**config.mk**
```make
export PLATFORM = sky130hd
export DESIGN_NAME = sink_blink_off_timer
export DESIGN_NICKNAME = d
export VERILOG_FILES = /design/src/core/blink_timer_pkg.sv /design/src/core/sink_blink_off_timer.sv
export SDC_FILE = /design/constraint.sdc
export NUM_CORES = 1
export LEC_CHECK = 0
export BUFFER_PORTS_ARGS = -buffer_cell sky130_fd_sc_hd__buf_2
export CORE_MARGIN = 3
export CORE_UTILIZATION = 50
export CTS_BUF_LIST = sky130_fd_sc_hd__clkbuf_8
export CTS_CLUSTER_DIAMETER = 60
export DETAILED_ROUTE_END_ITERATION = 10
export GPL_ROUTABILITY_DRIVEN = 0
export PLACE_DENSITY = 0.76
export SLEW_MARGIN = 20
export SYNTH_ARGS = -nofsm -noshare
export SYNTH_HDL_FRONTEND = slang
export SYNTH_SLANG_ARGS = --single-unit
```
**constraint.sdc**
```tcl
create_clock -name mclk -period 3.8 [get_ports mclk]
set_input_delay 0.95 -clock mclk [delete_from_list [all_inputs] [get_ports mclk]]
set_output_delay 0.95 -clock mclk [all_outputs]
set_load 0.02 [all_outputs]
```
**src/core/blink_timer_pkg.sv**
```systemverilog
/*
  package for the sink blink off-timer: register offsets, field positions,
  reset values, interval tables and register carriers.
  assumes a 10 MHz mclk; all blink intervals are multiples of 0.2 s.
*/
package blink_timer_pkg;

  // ****************************************
  // register map
  // ****************************************
  localparam logic [7:0] OFF_TIMES_ADDR  = 8'h12;
  localparam logic [7:0] FADE_RATES_ADDR = 8'h13;
  localparam logic [7:0] OFF_TIMES_RST   = 8'h00;
  localparam logic [7:0] FADE_RATES_RST  = 8'h00;

  // field positions (lsb) inside the off-time and fade-rate registers
  localparam int CH4_OFF_LSB = 6;
  localparam int CH3_OFF_LSB = 4;
  localparam int CH2_OFF_LSB = 2;
  localparam int CH1_OFF_LSB = 0;
  localparam int FADE_OUT_LSB = 4;
  localparam int FADE_IN_LSB  = 0;

  // ****************************************
  // timing
  // ****************************************
  localparam int CLK_PERIOD_NS = 100;
  localparam int TICK_NS       = 200_000_000;  // 0.2 s base unit
  localparam int TICK_CYCLES   = TICK_NS / CLK_PERIOD_NS;
  localparam int CNT_W         = 25;

  // on intervals 0.2/0.6/0.8/1.2 s and off intervals 0.6/1.2/1.8 s in ticks
  localparam int ON_TICKS_00  = 1;
  localparam int ON_TICKS_01  = 3;
  localparam int ON_TICKS_10  = 4;
  localparam int ON_TICKS_11  = 6;
  localparam int OFF_TICKS_01 = 3;
  localparam int OFF_TICKS_10 = 6;
  localparam int OFF_TICKS_11 = 9;

  // ****************************************
  // types
  // ****************************************
  typedef struct packed {
    logic [1:0] ch4_off_time;
    logic [1:0] ch3_off_time;
    logic [1:0] ch2_off_time;
    logic [1:0] ch1_off_time;
  } off_times_t;

  typedef struct packed {
    logic [3:0] fade_out_rate;
    logic [3:0] fade_in_rate;
  } fade_rates_t;

  typedef enum logic [3:0] {
    ST_DARK_IDLE = 4'h1,
    ST_STEADY    = 4'h2,
    ST_LIT       = 4'h4,
    ST_BLINK_OFF = 4'h8
  } chan_state_t;

  function automatic int on_ticks(input logic [1:0] code);
    case (code)
      2'h0:    on_ticks = ON_TICKS_00;
      2'h1:    on_ticks = ON_TICKS_01;
      2'h2:    on_ticks = ON_TICKS_10;
      default: on_ticks = ON_TICKS_11;
    endcase
  endfunction

  function automatic int off_ticks(input logic [1:0] code);
    case (code)
      2'h1:    off_ticks = OFF_TICKS_01;
      2'h2:    off_ticks = OFF_TICKS_10;
      default: off_ticks = OFF_TICKS_11;
    endcase
  endfunction

endpackage

```
**src/core/sink_blink_off_timer.sv**
```systemverilog
/*
  blink timing for independent current sinks 1 to 4, plus the fade-rate
  register. registers are written through the internal side of the serial
  host interface (address, data, write strobe) and read back combinationally.
  assumes shared_on_time and chan_sink_enable come from neighbouring registers.
*/
// Functional notes
// - code 00 and enabled: sink steadily on
// - nonzero code: on interval, then off interval
// - off codes 01/10/11 give 0.6/1.2/1.8 s
// - ch4 field bits 7:6, ch3 5:4
// - ch2 field bits 3:2, ch1 1:0
// - sinks enabled together start sequences together
// - fade-rate register lives at address 0x13
// - on codes give 0.2/0.6/0.8/1.2 s
// - each sink has its own enable bit
// - fade-out bits 7:4, fade-in bits 3:0
`timescale 1ns/100ps
module sink_blink_off_timer #(
  parameter int TICK_CYCLES = blink_timer_pkg::TICK_CYCLES,
  parameter int N_CH        = 4
) (
  // clock and reset
  input  wire logic                         mclk,
  input  wire logic                         srst,
  // register access from the host interface
  input  wire logic [7:0]                   reg_addr,
  input  wire logic [7:0]                   reg_wdata,
  input  wire logic                         reg_wr,
  output logic      [7:0]                   reg_rdata,
  // neighbouring settings
  input  wire logic [1:0]                   shared_on_time,
  input  wire logic [N_CH-1:0]              chan_sink_enable,
  // sink drive and fade settings
  output logic      [N_CH-1:0]              sink_on,
  output blink_timer_pkg::fade_rates_t      fade_rates
);

  // ****************************************
  // registers
  // ****************************************
  blink_timer_pkg::off_times_t  off_times_ff;
  blink_timer_pkg::fade_rates_t fade_rates_ff;
  logic [1:0]                   chan_off_time [N_CH];

  always_ff @(posedge mclk)
  begin
    if (srst)
      off_times_ff <= blink_timer_pkg::OFF_TIMES_RST;
    else if (reg_wr && reg_addr == blink_timer_pkg::OFF_TIMES_ADDR)
      off_times_ff <= reg_wdata;
  end

  always_ff @(posedge mclk)
  begin
    if (srst)
      fade_rates_ff <= blink_timer_pkg::FADE_RATES_RST;
    else if (reg_wr && reg_addr == blink_timer_pkg::FADE_RATES_ADDR)
      fade_rates_ff <= reg_wdata;
  end

  always_comb
  begin
    if (reg_addr == blink_timer_pkg::OFF_TIMES_ADDR)
      reg_rdata = off_times_ff;
    else if (reg_addr == blink_timer_pkg::FADE_RATES_ADDR)
      reg_rdata = fade_rates_ff;
    else
      reg_rdata = 8'h00;
  end

  assign fade_rates = fade_rates_ff;

  assign chan_off_time[0] = off_times_ff.ch1_off_time;
  assign chan_off_time[1] = off_times_ff.ch2_off_time;
  assign chan_off_time[2] = off_times_ff.ch3_off_time;
  assign chan_off_time[3] = off_times_ff.ch4_off_time;

  // ****************************************
  // per-channel blink sequencers
  // ****************************************
  blink_timer_pkg::chan_state_t    state_ff [N_CH];
  logic [blink_timer_pkg::CNT_W-1:0] cnt_ff [N_CH];

  function automatic logic [blink_timer_pkg::CNT_W-1:0] phase_load(input int ticks);
    phase_load = blink_timer_pkg::CNT_W'(ticks * TICK_CYCLES - 1);
  endfunction

  // each channel counts its own phase from its enable edge, so sinks
  // enabled in the same write with the same off code stay in lockstep
  always_ff @(posedge mclk)
  begin
    for (int i = 0; i < N_CH; i++)
    begin
      if (srst)
      begin
        state_ff[i] <= blink_timer_pkg::ST_DARK_IDLE;
        cnt_ff[i]   <= '0;
      end
      else if (!chan_sink_enable[i])
      begin
        state_ff[i] <= blink_timer_pkg::ST_DARK_IDLE;
        cnt_ff[i]   <= '0;
      end
      else if (chan_off_time[i] == 2'h0)
      begin
        state_ff[i] <= blink_timer_pkg::ST_STEADY;
        cnt_ff[i]   <= '0;
      end
      else
      begin
        case (state_ff[i])
          blink_timer_pkg::ST_LIT:
          begin
            if (cnt_ff[i] == '0)
            begin
              state_ff[i] <= blink_timer_pkg::ST_BLINK_OFF;
              cnt_ff[i]   <= phase_load(blink_timer_pkg::off_ticks(chan_off_time[i]));
            end
            else
              cnt_ff[i] <= cnt_ff[i] - 1'b1;
          end
          blink_timer_pkg::ST_BLINK_OFF:
          begin
            if (cnt_ff[i] == '0)
            begin
              state_ff[i] <= blink_timer_pkg::ST_LIT;
              cnt_ff[i]   <= phase_load(blink_timer_pkg::on_ticks(shared_on_time));
            end
            else
              cnt_ff[i] <= cnt_ff[i] - 1'b1;
          end
          default:
          begin
            // sequence starts lit, in the cycle after enable or a change from code 00
            state_ff[i] <= blink_timer_pkg::ST_LIT;
            cnt_ff[i]   <= phase_load(blink_timer_pkg::on_ticks(shared_on_time));
          end
        endcase
      end
    end
  end

  always_comb
  begin
    for (int i = 0; i < N_CH; i++)
      sink_on[i] = (state_ff[i] == blink_timer_pkg::ST_STEADY) ||
                   (state_ff[i] == blink_timer_pkg::ST_LIT);
  end

  // ****************************************
  // assertions
  // ****************************************
  a_field_ch4: assert property (@(posedge mclk) disable iff (srst)
    reg_wr && reg_addr == blink_timer_pkg::OFF_TIMES_ADDR
    |=> off_times_ff.ch4_off_time == $past(reg_wdata[7:6]))
    else $error("ch4 off-time field not taken from bits 7:6");

  a_field_ch3: assert property (@(posedge mclk) disable iff (srst)
    reg_wr && reg_addr == blink_timer_pkg::OFF_TIMES_ADDR
    |=> chan_off_time[2] == $past(reg_wdata[5:4]))
    else $error("ch3 off-time field not taken from bits 5:4");

  a_field_ch2: assert property (@(posedge mclk) disable iff (srst)
    reg_wr && reg_addr == blink_timer_pkg::OFF_TIMES_ADDR
    |=> chan_off_time[1] == $past(reg_wdata[3:2]))
    else $error("ch2 off-time field not taken from bits 3:2");

  a_field_ch1: assert property (@(posedge mclk) disable iff (srst)
    reg_wr && reg_addr == blink_timer_pkg::OFF_TIMES_ADDR
    |=> chan_off_time[0] == $past(reg_wdata[1:0]))
    else $error("ch1 off-time field not taken from bits 1:0");

  a_fade_reg: assert property (@(posedge mclk) disable iff (srst)
    reg_wr && reg_addr == blink_timer_pkg::FADE_RATES_ADDR
    |=> reg_addr != blink_timer_pkg::FADE_RATES_ADDR || reg_rdata == $past(reg_wdata))
    else $error("fade-rate register does not read back");

  a_fade_fields: assert property (@(posedge mclk) disable iff (srst)
    reg_wr && reg_addr == blink_timer_pkg::FADE_RATES_ADDR
    |=> fade_rates.fade_out_rate == $past(reg_wdata[7:4])
        && fade_rates.fade_in_rate == $past(reg_wdata[3:0]))
    else $error("fade fields misplaced");

  generate
    for (genvar g = 0; g < N_CH; g++)
    begin : g_chk
      a_steady_on: assert property (@(posedge mclk) disable iff (srst)
        chan_sink_enable[g] && chan_off_time[g] == 2'h0 |=> sink_on[g])
        else $error("steady sink not lit");

      a_disable_dark: assert property (@(posedge mclk) disable iff (srst)
        !chan_sink_enable[g] |=> !sink_on[g])
        else $error("disabled sink still lit");

      a_dark_length: assert property (@(posedge mclk) disable iff (srst)
        state_ff[g] == blink_timer_pkg::ST_LIT && cnt_ff[g] == '0
        && chan_sink_enable[g] && chan_off_time[g] != 2'h0
        |=> !sink_on[g] && cnt_ff[g] ==
            phase_load(blink_timer_pkg::off_ticks($past(chan_off_time[g]))))
        else $error("off interval wrong");

      a_lit_length: assert property (@(posedge mclk) disable iff (srst)
        state_ff[g] == blink_timer_pkg::ST_BLINK_OFF && cnt_ff[g] == '0
        && chan_sink_enable[g] && chan_off_time[g] != 2'h0
        |=> sink_on[g] && cnt_ff[g] ==
            phase_load(blink_timer_pkg::on_ticks($past(shared_on_time))))
        else $error("on interval wrong");

      a_off_hold: assert property (@(posedge mclk) disable iff (srst)
        state_ff[g] == blink_timer_pkg::ST_BLINK_OFF && cnt_ff[g] != '0
        && chan_sink_enable[g] && chan_off_time[g] != 2'h0
        |=> !sink_on[g] && cnt_ff[g] == $past(cnt_ff[g]) - 1'h1)
        else $error("off interval cut short");

      a_lit_hold: assert property (@(posedge mclk) disable iff (srst)
        state_ff[g] == blink_timer_pkg::ST_LIT && cnt_ff[g] != '0
        && chan_sink_enable[g] && chan_off_time[g] != 2'h0
        |=> sink_on[g] && cnt_ff[g] == $past(cnt_ff[g]) - 1'h1)
        else $error("on interval cut short");
    end
  endgenerate

  a_sync_start: assert property (@(posedge mclk) disable iff (srst)
    $rose(chan_sink_enable[0]) && $rose(chan_sink_enable[1])
    && chan_off_time[0] != 2'h0 && chan_off_time[1] != 2'h0
    |=> sink_on[0] && sink_on[1] && cnt_ff[0] == cnt_ff[1])
    else $error("sinks enabled together started apart");

  a_sync_upper: assert property (@(posedge mclk) disable iff (srst)
    $rose(chan_sink_enable[2]) && $rose(chan_sink_enable[3])
    && chan_off_time[2] != 2'h0 && chan_off_time[3] != 2'h0
    |=> sink_on[2] && sink_on[3] && cnt_ff[2] == cnt_ff[3])
    else $error("upper sinks enabled together started apart");

endmodule // sink_blink_off_timer

```
==> results.py, run 1 <==
metrics = {
    "run_status": {
        "status": "complete, no violations",
    },
    "logic_synthesis": {
        "yosys-top-cells-area": "edfxtp_1, xnor2_1, ha_1",
        "synth_area_leader_cell": "edfxtp_1",
        "yosysUniqueCellTypes": 82,
        "synth-async-reset-ratio_pct": 0,
        "synthFlopType": "edfxtp_1",
        "synth_top_area_share_pct": 39.6,
        "syn_area_per_cell_um2": 9.90,
        "synth_warnings": 0,
        "synth_edf_count": 116,
        "synth_seq_cells": 132,
        "netlist_instances": 889,
        "seq_area_frac_synth_pct": 43.2,
        "synth_area_um2": 8800,
    },
    "cells_and_area": {
        "syn_to_final_growth_pct": 15.4,
        "final_cell_mix": "edfxtp_1, conb_1, nand2_1, nor2_1, xnor2_1",
        "layout_commonest_cell": "edfxtp_1",
        "drive_gt1_share_pct": 13.3,
        "nets": 1110,
        "antennaDiodeCount": 0,
    },
    "critical_path": {
        "cp_top_family": "simple AND/OR/NAND/NOR gates",
        "crit_top_cell": "buf_2",
        "max_stage_delay_ns": 0.57,
        "worstPathArrival_ns": 2.39,
        "cp_max_fo": 7,
        "required_ns": 2.85,
        "worstSetupPathType": "primary input to output pin",
        "startpoint_type": "primary input",
        "reg2reg_setup_slack_ns": 0.72,
        "cp_cell_sequence": "buf_2, or4_1, nor3_2, buf_4, a22o_1, buf_2",
        "cp_num_buf_inv": 3,
        "slowest_stage": "or4_1",
        "crit_start": "reg_addr[7]",
        "worstReg2RegStart": "cnt_ff[0][0]$_SDFFCE_PP1P_",
        "crit_path_end_kind": "output pin",
    },
    "timing": {
        "fin_crit_sh_pct": 87.8,
        "fin_setup_tns_ns": 0,
        "setup_viol": 0,
        "worst_clock_skew_ns": 0.0123,
        "final-hold-violation-count": 0,
        "worstMarginPinSlew_ns": 0.716,
        "fin_crit_ns": 3.34,
        "max_freq_mhz": 300,
        "relSlewSlack_pct": 52.0,
        "fin_ws_ns": 0.464,
        "rsz0062_at_grt": "false",
        "maxSlewViolCount": 0,
    },
    "global_route": {
        "grt_antenna_before_repair": 0,
        "grt_pass1_wl_um": 35600,
        "grt_start_max_net_pins": 19,
        "track_usage_pct": 22.6,
        "grt_pass1_vias": 7014,
        "grt_overflow_total": 0,
    },
    "clocking": {
        "cts_root_buffer": "clkbuf_8",
        "clockBufferDepth": 2,
        "clk_latency_ns": 0.47,
        "htreeDepth": 4,
        "post_cts_buffers": 0,
        "cts_sinks": 132,
        "clkTransAtPathRegs_ns": 0.08,
        "cts_resized": 0,
        "cts_inserted_buffers": 17,
        "ctsHoldBuffers": 0,
        "cts_tree": "done",
    },
    "placement": {
        "port_buffers": 44,
        "dp_slack_ns": 0.242,
        "dp_hpwl_um": 16000,
    },
    "floorplanning": {
        "start_util_pct": 52.0,
        "fp.dieH_um": 139,
        "core_area_um2": 16900,
        "io_pins": 45,
        "dieArea_um2": 19200,
        "fp.dieW_um": 139,
        "placementRows": 47,
    },
    "hold_path": {
        "hold_path_class": "flip-flop to flip-flop",
        "min_from": "fade_rates[7]$_SDFFE_PP0P_",
    },
    "detailed_routing": {
        "detail_route.wl_per_cell_um": 17.0,
        "vias": 7600,
        "drc": 0,
        "ant_nets": 0,
        "dr.first_iter.drc_count": 968,
        "totalWireLength_um": 21800,
        "first_pass_iters": 6,
        "avgViaCountPerCell": 5.93,
    },
    "power_and_ir_drop": {
        "power_density_nw_per_um2": 313,
        "seq_power_share_pct": 52.3,
        "vdd_drop_max_v": 0.000245,
        "p_sw_w": 0.000807,
        "p_total_w": 0.00318,
        "p_sw_share_pct": 25.4,
        "power_frac_clock_pct": 40.6,
        "power_frac_comb_pct": 7.2,
        "power.leakage_nw": 3.72,
        "p_int_w": 0.00237,
    },
    "run": {
        "cap_violations": 0,
    },
}
-- power groups by stage --
stage               clock, W  sequential (W)  combinational [W]
floorplan                  0         0.00168           0.000151
CTS                  0.00131         0.00166           0.000223
detailed placement         0         0.00169           0.000221
finish               0.00129         0.00166           0.000228
global route         0.00137         0.00167           0.000253
global placement           0         0.00169           0.000217
-- layer usage --
| metal | vias to the layer above | part of all wire [%] | global-route usage (%) | wire length, µm |
|---|---|---|---|---|
| met2 | 351 | 45 | 34.8 | 9760 |
| met5 | - | 0 | 0 | 0 |
| met3 | 56 | 8.0 | 4.55 | 1750 |
| li1 | 3643 | - | - | - |
| met4 | 0 | 2.9 | 10.2 | 631 |
| met1 | 3550 | 44 | 31.1 | 9670 |
-- synthesized netlist by cell type, drive strengths merged, types with 6 or more instances --
library cell  number
o211ai            17
edfxtp           116
a211o              9
nor2              59
clkbuf            22
a22o               8
a22oi              9
or2                6
or4               21
nor2b              9
buf                8
o22ai              6
nand4b            12
nand2             63
xor2              20
a21oi             38
nand3             37
nor4              33
nand2b             9
nor3              47
inv               32
nand4              8
or3               20
ha                36
a221o              9
nor3b              8
o31ai             11
dfxtp             16
a211oi             7
o21ai             59
xnor2             55
-- final cells by class --
| type | count | area (µm²) |
|---|---|---|
| Clock buffer | 18 | 248 |
| Clock inverter | 14 | 176 |
| Fill cell | 1435 | 6780 |
| Inverter | 34 | 128 |
| Multi-Input combinational cell | 792 | 5100 |
| Sequential cell | 132 | 3800 |
| Tap cell | 220 | 275 |
| Timing Repair Buffer | 72 | 430 |
-- stage by stage --
stage               cells  area [µm²]  hold slack (ns)  util [%]
global placement     1250        9730            0.462      57.5
floorplan             988        9180            0.467         -
CTS                  1282       10200            0.477      60.0
global route         1282       10200            0.495      60.0
detailed placement   1250        9730            0.465      57.5
finish               1282       10200            0.479      60.0
-- logic make-up (layout without fill, tap and decap cells) --
family                   Yosys count  in the layout  synth area share, %
AND/OR/NAND/NOR                  362            362                 23.7
multiplexers                       5              5                0.597
other                              1            100               0.0426
AO/OA/AOI/OAI                    214            214                 16.6
flip-flops                       132            132                 43.2
XOR/XNOR                          75             75                 7.46
adder cells (fa/ha/maj)           36             36                 5.12
buffers and inverters             64            138                 3.27
-- worst reg2reg max path, stage by stage (launching register included) --
cell and delay (ns):
edfxtp_1 0.46, inv_1 0.11, ha_1 0.17, nor4b_1 0.55, nand4_1 0.46, o21a_1 0.35
clkinv_1 0.15, buf_4 0.24, nor2_1 0.08, a221o_1 0.27
-- worst paths after layout --
path	to	cells after the start
worst max-delay path	reg_rdata[1]	6
worst min-delay path	fade_rates[7]$_SDFFE_PP0P_	2
worst max register to register	cnt_ff[0][10]$_DFFE_PP_	9
worst min register to register	fade_rates[7]$_SDFFE_PP0P_	2
-- registers in the layout (all words and copies together) (netlist names) --
name,count
cnt_ff,100
fade_rates,8
chan_off_time,8
state_ff,16
No activity file was read; power rests on OpenSTA's default activity.
==> run 2, diff against run 1 <==
--- a/config.mk
+++ b/config.mk
@@ -5,6 +5,7 @@
 export SDC_FILE = /design/constraint.sdc
 export NUM_CORES = 1
 export LEC_CHECK = 0
+export ABC_AREA = 1
 export BUFFER_PORTS_ARGS = -buffer_cell sky130_fd_sc_hd__buf_2
 export CORE_MARGIN = 3
 export CORE_UTILIZATION = 50
==> run 2 against run 1 <==
Effect of this change: clock power grew 9%; die area grew 9.7%; combinational power grew 31%; sequential share of layout area shrank 3.0 points; via count grew 14%; total power grew 6.3%; first-iteration DRC count shrank 10%; sequential power is essentially flat; worst hold slack lost 0.0067 ns; core utilization shrank 1.5 points; cell area grew 8.8%.
==> results.py, run 2 <==
metrics = {
    "critical_path": {
        "reg2reg_depth": 11,
        "worstPathArrival_ns": 2.30,
        "reg2reg_setup_slack_ns": 1.41,
        "cp_max_fo": 8,
        "required_ns": 2.85,
        "startpoint_type": "primary input",
        "worstSetupPathType": "primary input to output pin",
        "crit_path_end_kind": "output pin",
    },
    "placement": {
        "port_buffers": 44,
        "dp_hpwl_um": 19500,
        "dp_cells": 1659,
        "postPlaceCellArea_um2": 10600,
    },
    "clocking": {
        "cts_sinks": 132,
        "ctsHoldBuffers": 0,
        "post_cts_buffers": 0,
        "clkTransAtPathRegs_ns": 0.07,
        "cts_resized": 0,
        "clk_latency_ns": 0.46,
        "clockBufferDepth": 2,
        "cts_root_buffer": "clkbuf_8",
        "htreeDepth": 4,
        "cts_inserted_buffers": 17,
        "cts_tree": "done",
    },
    "global_route": {
        "grt_antenna_before_repair": 0,
        "grt_start_max_net_pins": 27,
        "grt_pass1_wl_um": 40800,
        "track_usage_pct": 23.7,
        "grt_overflow_total": 0,
        "grt_pass1_vias": 8549,
    },
    "logic_synthesis": {
        "synth_area_um2": 9700,
        "yosysUniqueCellTypes": 50,
        "synth_top_area_share_pct": 35.9,
        "netlist_instances": 1262,
        "synth-async-reset-ratio_pct": 0,
        "synth_warnings": 0,
        "synth_common_cells": "nand2_1, nor2_1, inv_1",
        "yosys-top-cells-area": "edfxtp_1, nand2_1, nor2_1",
        "synth_edf_count": 116,
        "synthFlopType": "edfxtp_1",
        "synth.most_common_cell": "nand2_1",
        "synth_area_leader_cell": "edfxtp_1",
        "syn_area_per_cell_um2": 7.68,
        "synth_seq_cells": 132,
        "seq_area_frac_synth_pct": 39.2,
    },
    "power_and_ir_drop": {
        "vdd_drop_max_v": 0.000237,
        "power_frac_comb_pct": 8.8,
        "power_density_nw_per_um2": 306,
        "p_sw_share_pct": 25.5,
        "p_int_w": 0.00252,
        "seq_power_share_pct": 49.5,
        "p_sw_w": 0.000861,
        "power.leakage_nw": 4.97,
        "power_frac_clock_pct": 41.7,
        "p_total_w": 0.00338,
    },
    "cells_and_area": {
        "top_regs": "cnt_ff x100, state_ff x16",
        "syn_to_final_growth_pct": 14.0,
        "top_register": "cnt_ff",
        "layout_commonest_cell": "nand2_1",
        "final_cell_mix": "nand2_1, nor2_1, inv_1, edfxtp_1, conb_1",
        "final_util_pct": 58.5,
        "nets": 1479,
        "antennaDiodeCount": 0,
        "largest_reg_flops": 100,
        "fin_cells": 1691,
        "fin_area_um2": 11100,
        "drive_gt1_share_pct": 13.4,
    },
    "timing": {
        "worstMarginPinSlew_ns": 0.641,
        "relSlewSlack_pct": 57.2,
        "fin_setup_tns_ns": 0,
        "fin_crit_sh_pct": 85.5,
        "worst_clock_skew_ns": 0.0106,
        "max_freq_mhz": 308,
        "maxSlewViolCount": 0,
        "final-hold-violation-count": 0,
        "rsz0062_at_grt": "false",
        "setup_viol": 0,
        "fin_crit_ns": 3.25,
    },
    "detailed_routing": {
        "drc": 0,
        "ant_nets": 0,
        "detail_route.wl_per_cell_um": 14.7,
        "vias": 8697,
        "first_pass_iters": 8,
        "avgViaCountPerCell": 5.14,
        "dr.first_iter.drc_count": 871,
        "totalWireLength_um": 24800,
    },
    "floorplanning": {
        "placementRows": 50,
        "fp.dieW_um": 145,
        "start_util_pct": 51.3,
        "core_area_um2": 18900,
        "io_pins": 45,
        "fp.dieH_um": 145,
        "dieArea_um2": 21100,
    },
    "run": {
        "cap_violations": 0,
    },
    "hold_path": {
        "hold_depth": 2,
        "hold_path_class": "flip-flop to flip-flop",
    },
    "run_status": {
        "status": "complete, no violations",
    },
}
==> run 2: changes by cell type after synthesis, sizes merged, moves of 33 or more <==
| cell | change |
|---|---|
| nor3 | -33 |
| nand2 | +216 |
| nand3 | +56 |
| nor2 | +168 |
| inv | +152 |
| xnor2 | -34 |
| o21ai | +37 |
==> run 2: through the flow <==
| stage | hold slack [ns] | worst slack, ns |
|---|---|---|
| floorplan | 0.510 | 0.690 |
| global placement | 0.467 | 0.546 |
| detailed placement | 0.461 | 0.404 |
| CTS | 0.476 | 0.577 |
| global route | 0.503 | 0.424 |
| finish | 0.473 | 0.553 |
==> run 2: cell families (layout without fill, tap and decap cells) <==
family | after synthesis | count (layout) | share of synthesized area [%]
AO/OA/AOI/OAI | 185 | 185 | 10.7
XOR/XNOR | 58 | 58 | 5.32
adder cells (fa/ha/maj) | 36 | 36 | 4.65
buffers and inverters | 197 | 267 | 8.01
flip-flops | 132 | 132 | 39.2
other | 1 | 100 | 0.0387
AND/OR/NAND/NOR | 653 | 653 | 32.1
==> run 2: power groups by stage <==
stage / logic (W) / registers [W] / clock network, W
final: 0.000299 / 0.00167 / 0.00141
after global routing: 0.000336 / 0.00168 / 0.00149
after CTS: 0.000292 / 0.00167 / 0.00144
after detailed placement: 0.000290 / 0.00171 / 0
after global placement: 0.000284 / 0.00170 / 0
after floorplan: 0.000206 / 0.00169 / 0
==> run 2: area by class of cell <==
class	count	area [µm²]
inverter	185	701
clock inverter	14	221
multi-input combinational	1032	5490
clock buffer	18	248
sequential	132	3800
fill	1764	7840
timing repair buffer	50	265
tap	260	325
==> run 2: worst max-delay path, stage by stage <==
cell and delay, ns:
buf_2 0.10, nor4_1 0.31, and2_1 0.19, inv_1 0.17, o22ai_1 0.34, buf_2 0.23
==> run 2: routing by layer <==
metal  global-route usage [%]  wire length (µm)  vias up
li1                         -                 -     4350
met1                     31.1             10900     3960
met2                     38.0             11300      327
met3                     5.62              1850       60
met4                     9.40               872        0
met5                        0                 0        -
==> run 2: worst paths after layout <==
path | start | endpoint
min reg2reg | fade_rates[2]$_SDFFE_PP0P_ | fade_rates[2]$_SDFFE_PP0P_
max | reg_addr[5] | reg_rdata[6]
min | fade_rates[2]$_SDFFE_PP0P_ | fade_rates[2]$_SDFFE_PP0P_
max reg2reg | cnt_ff[0][0]$_SDFFCE_PP1P_ | cnt_ff[0][24]$_DFFE_PP_
==> run 3, diff against run 2 <==
--- a/config.mk
+++ b/config.mk
@@ -7,6 +7,7 @@
 export LEC_CHECK = 0
 export ABC_AREA = 1
 export BUFFER_PORTS_ARGS = -buffer_cell sky130_fd_sc_hd__buf_2
+export CORE_ASPECT_RATIO = 1.2
 export CORE_MARGIN = 3
 export CORE_UTILIZATION = 50
 export CTS_BUF_LIST = sky130_fd_sc_hd__clkbuf_8
==> run 3 against run 2 <==
Effect of this change: sequential power about the same; total power down 3.0%; global-route usage up 0.70 points; cell area down 0.48%; core utilization down 0.37 points; via count up 0.94%; largest power group unchanged; flip-flop and latch count unchanged.
==> results.py, run 3 (synthesized netlist as in run 2, its figures left out) <==
metrics = {
    "run_status": {
        "status": "complete, no violations",
    },
    "global_route": {
        "grt_start_max_net_pins": 19,
        "grt_pass1_vias": 8547,
        "track_usage_pct": 24.4,
        "grt_overflow_total": 0,
        "grt_antenna_before_repair": 0,
        "grt_pass1_wl_um": 41000,
    },
    "power_and_ir_drop": {
        "power.leakage_nw": 4.95,
        "power_density_nw_per_um2": 298,
        "vdd_drop_max_v": 0.000225,
    },
    "floorplanning": {
        "core_area_um2": 18900,
        "placementRows": 55,
        "io_pins": 45,
        "start_util_pct": 51.2,
        "fp.dieH_um": 159,
        "dieArea_um2": 21100,
        "fp.dieW_um": 133,
    },
    "detailed_routing": {
        "totalWireLength_um": 24700,
        "ant_nets": 0,
        "dr.first_iter.drc_count": 1011,
        "first_pass_iters": 6,
        "drc": 0,
        "vias": 8779,
        "detail_route.wl_per_cell_um": 14.7,
        "avgViaCountPerCell": 5.20,
    },
    "critical_path": {
        "cp_cell_sequence": "buf_2, nor4_1, and2_1, inv_1, o22ai_1, buf_2",
        "worstPathArrival_ns": 2.14,
        "slowest_stage": "nor4_1",
        "cp_max_fo": 8,
        "reg2reg_depth": 11,
        "cp_top_family": "simple AND/OR/NAND/NOR gates",
        "required_ns": 2.85,
        "cp_num_buf_inv": 3,
        "crit_path_end_kind": "output pin",
        "crit_top_cell": "buf_2",
        "worstReg2RegStart": "chan_off_time[0]$_SDFFE_PP0P_",
        "worstSetupPathType": "primary input to output pin",
        "max_stage_delay_ns": 0.30,
        "startpoint_type": "primary input",
        "timing.rr.end": "cnt_ff[3][8]$_DFFE_PP_",
        "reg2reg_setup_slack_ns": 1.38,
    },
    "hold_path": {
        "hold_path_class": "flip-flop to flip-flop",
        "min_to": "fade_rates[6]$_SDFFE_PP0P_",
        "min_from": "fade_rates[6]$_SDFFE_PP0P_",
        "hold_depth": 2,
    },
    "cells_and_area": {
        "fillers": 1788,
        "layout_commonest_cell": "nand2_1",
        "seqCellArea_um2": 3800,
        "final_cell_mix": "nand2_1, nor2_1, inv_1, edfxtp_1, conb_1",
        "multiInputGateArea_um2": 5490,
        "syn_to_final_growth_pct": 13.4,
        "drive_gt1_share_pct": 13.2,
        "antennaDiodeCount": 0,
        "top_register": "cnt_ff",
        "top_regs": "cnt_ff x100, state_ff x16",
        "largest_reg_flops": 100,
        "final_util_pct": 58.1,
        "nets": 1479,
    },
    "timing": {
        "setup_viol": 0,
        "max_freq_mhz": 324,
        "relSlewSlack_pct": 58.0,
        "worst_clock_skew_ns": 0.0133,
        "final-hold-violation-count": 0,
        "fin_crit_ns": 3.09,
        "fin_crit_sh_pct": 81.3,
        "worstMarginPinSlew_ns": 0.630,
        "rsz0062_at_grt": "false",
        "maxSlewViolCount": 0,
        "fin_setup_tns_ns": 0,
    },
    "clocking": {
        "cts_root_buffer": "clkbuf_8",
        "clk_latency_ns": 0.48,
        "cts_inserted_buffers": 17,
        "post_cts_buffers": 0,
        "clkTransAtPathRegs_ns": 0.08,
        "htreeDepth": 4,
        "ctsHoldBuffers": 0,
        "cts_tree": "done",
        "cts_sinks": 132,
        "clockBufferDepth": 2,
        "cts_resized": 0,
    },
    "placement": {
        "port_buffers": 44,
        "dp_hpwl_um": 19300,
    },
    "run": {
        "cap_violations": 0,
    },
}
run 3: changes by cell type in the layout (fill, tap and decap cells not counted), sizes merged:
| cell | previous run | this run |
|---|---|---|
| clkbuf | 18 | 17 |
| clkinv | 3 | 9 |
| clkinvlp | 3 | 2 |
| bufinv | 5 | 4 |
| inv | 188 | 185 |
run 3: power breakdown:
part	internal, W	switching [W]
Combinational	0.0000926	0.000203
Clock	0.000707	0.000608
Sequential	0.00162	0.0000492
Total	0.00242	0.000860
run 3: worst max-delay path by stage:
stage / from / to / cells after the start
after floorplan: shared_on_time[0] / cnt_ff[3][24]$_DFFE_PP_ / 16
after global placement: shared_on_time[1] / cnt_ff[3][24]$_DFFE_PP_ / 17
after detailed placement: shared_on_time[1] / cnt_ff[3][24]$_DFFE_PP_ / 17
after CTS: reg_addr[5] / reg_rdata[3] / 6
after global routing: reg_addr[5] / reg_rdata[7] / 6
final: reg_addr[5] / reg_rdata[3] / 6
run 3: layout make-up:
type	count	share of cell area (%)
clock buffer	17	2.13
clock inverter	15	1.71
inverter	185	6.37
multi-input combinational	1032	49.9
sequential	132	34.6
tap	256	2.91
timing repair buffer	50	2.41
run 3: through the flow:
step | cell area, µm² | power, W | setup slack, ns | hold WS (ns) | instances
finish | 11000 | 0.00328 | 0.712 | 0.466 | 1687
global route | 11000 | 0.00340 | 0.520 | 0.503 | 1687
CTS | 11000 | 0.00329 | 0.714 | 0.466 | 1687
detailed placement | 10600 | 0.00199 | 0.434 | 0.454 | 1655
global placement | 10600 | 0.00198 | 0.560 | 0.450 | 1655
floorplan | 10100 | 0.00189 | 0.690 | 0.510 | 1361
run 3: worst min-delay path, cell delays in order (launching register included):
cell	delay, ns
dfxtp_1	0.31
inv_1	0.06
a21oi_1	0.05
run 3: per-layer routing:
metal,share of wire (%),vias up,wire length (µm),track usage (%)
met3,6.6,100,1630,4.68
li1,-,4358,-,-
met5,0,-,0,0
met1,41,3974,10200,29.2
met4,4.4,0,1090,11.9
met2,48,347,11800,42.5
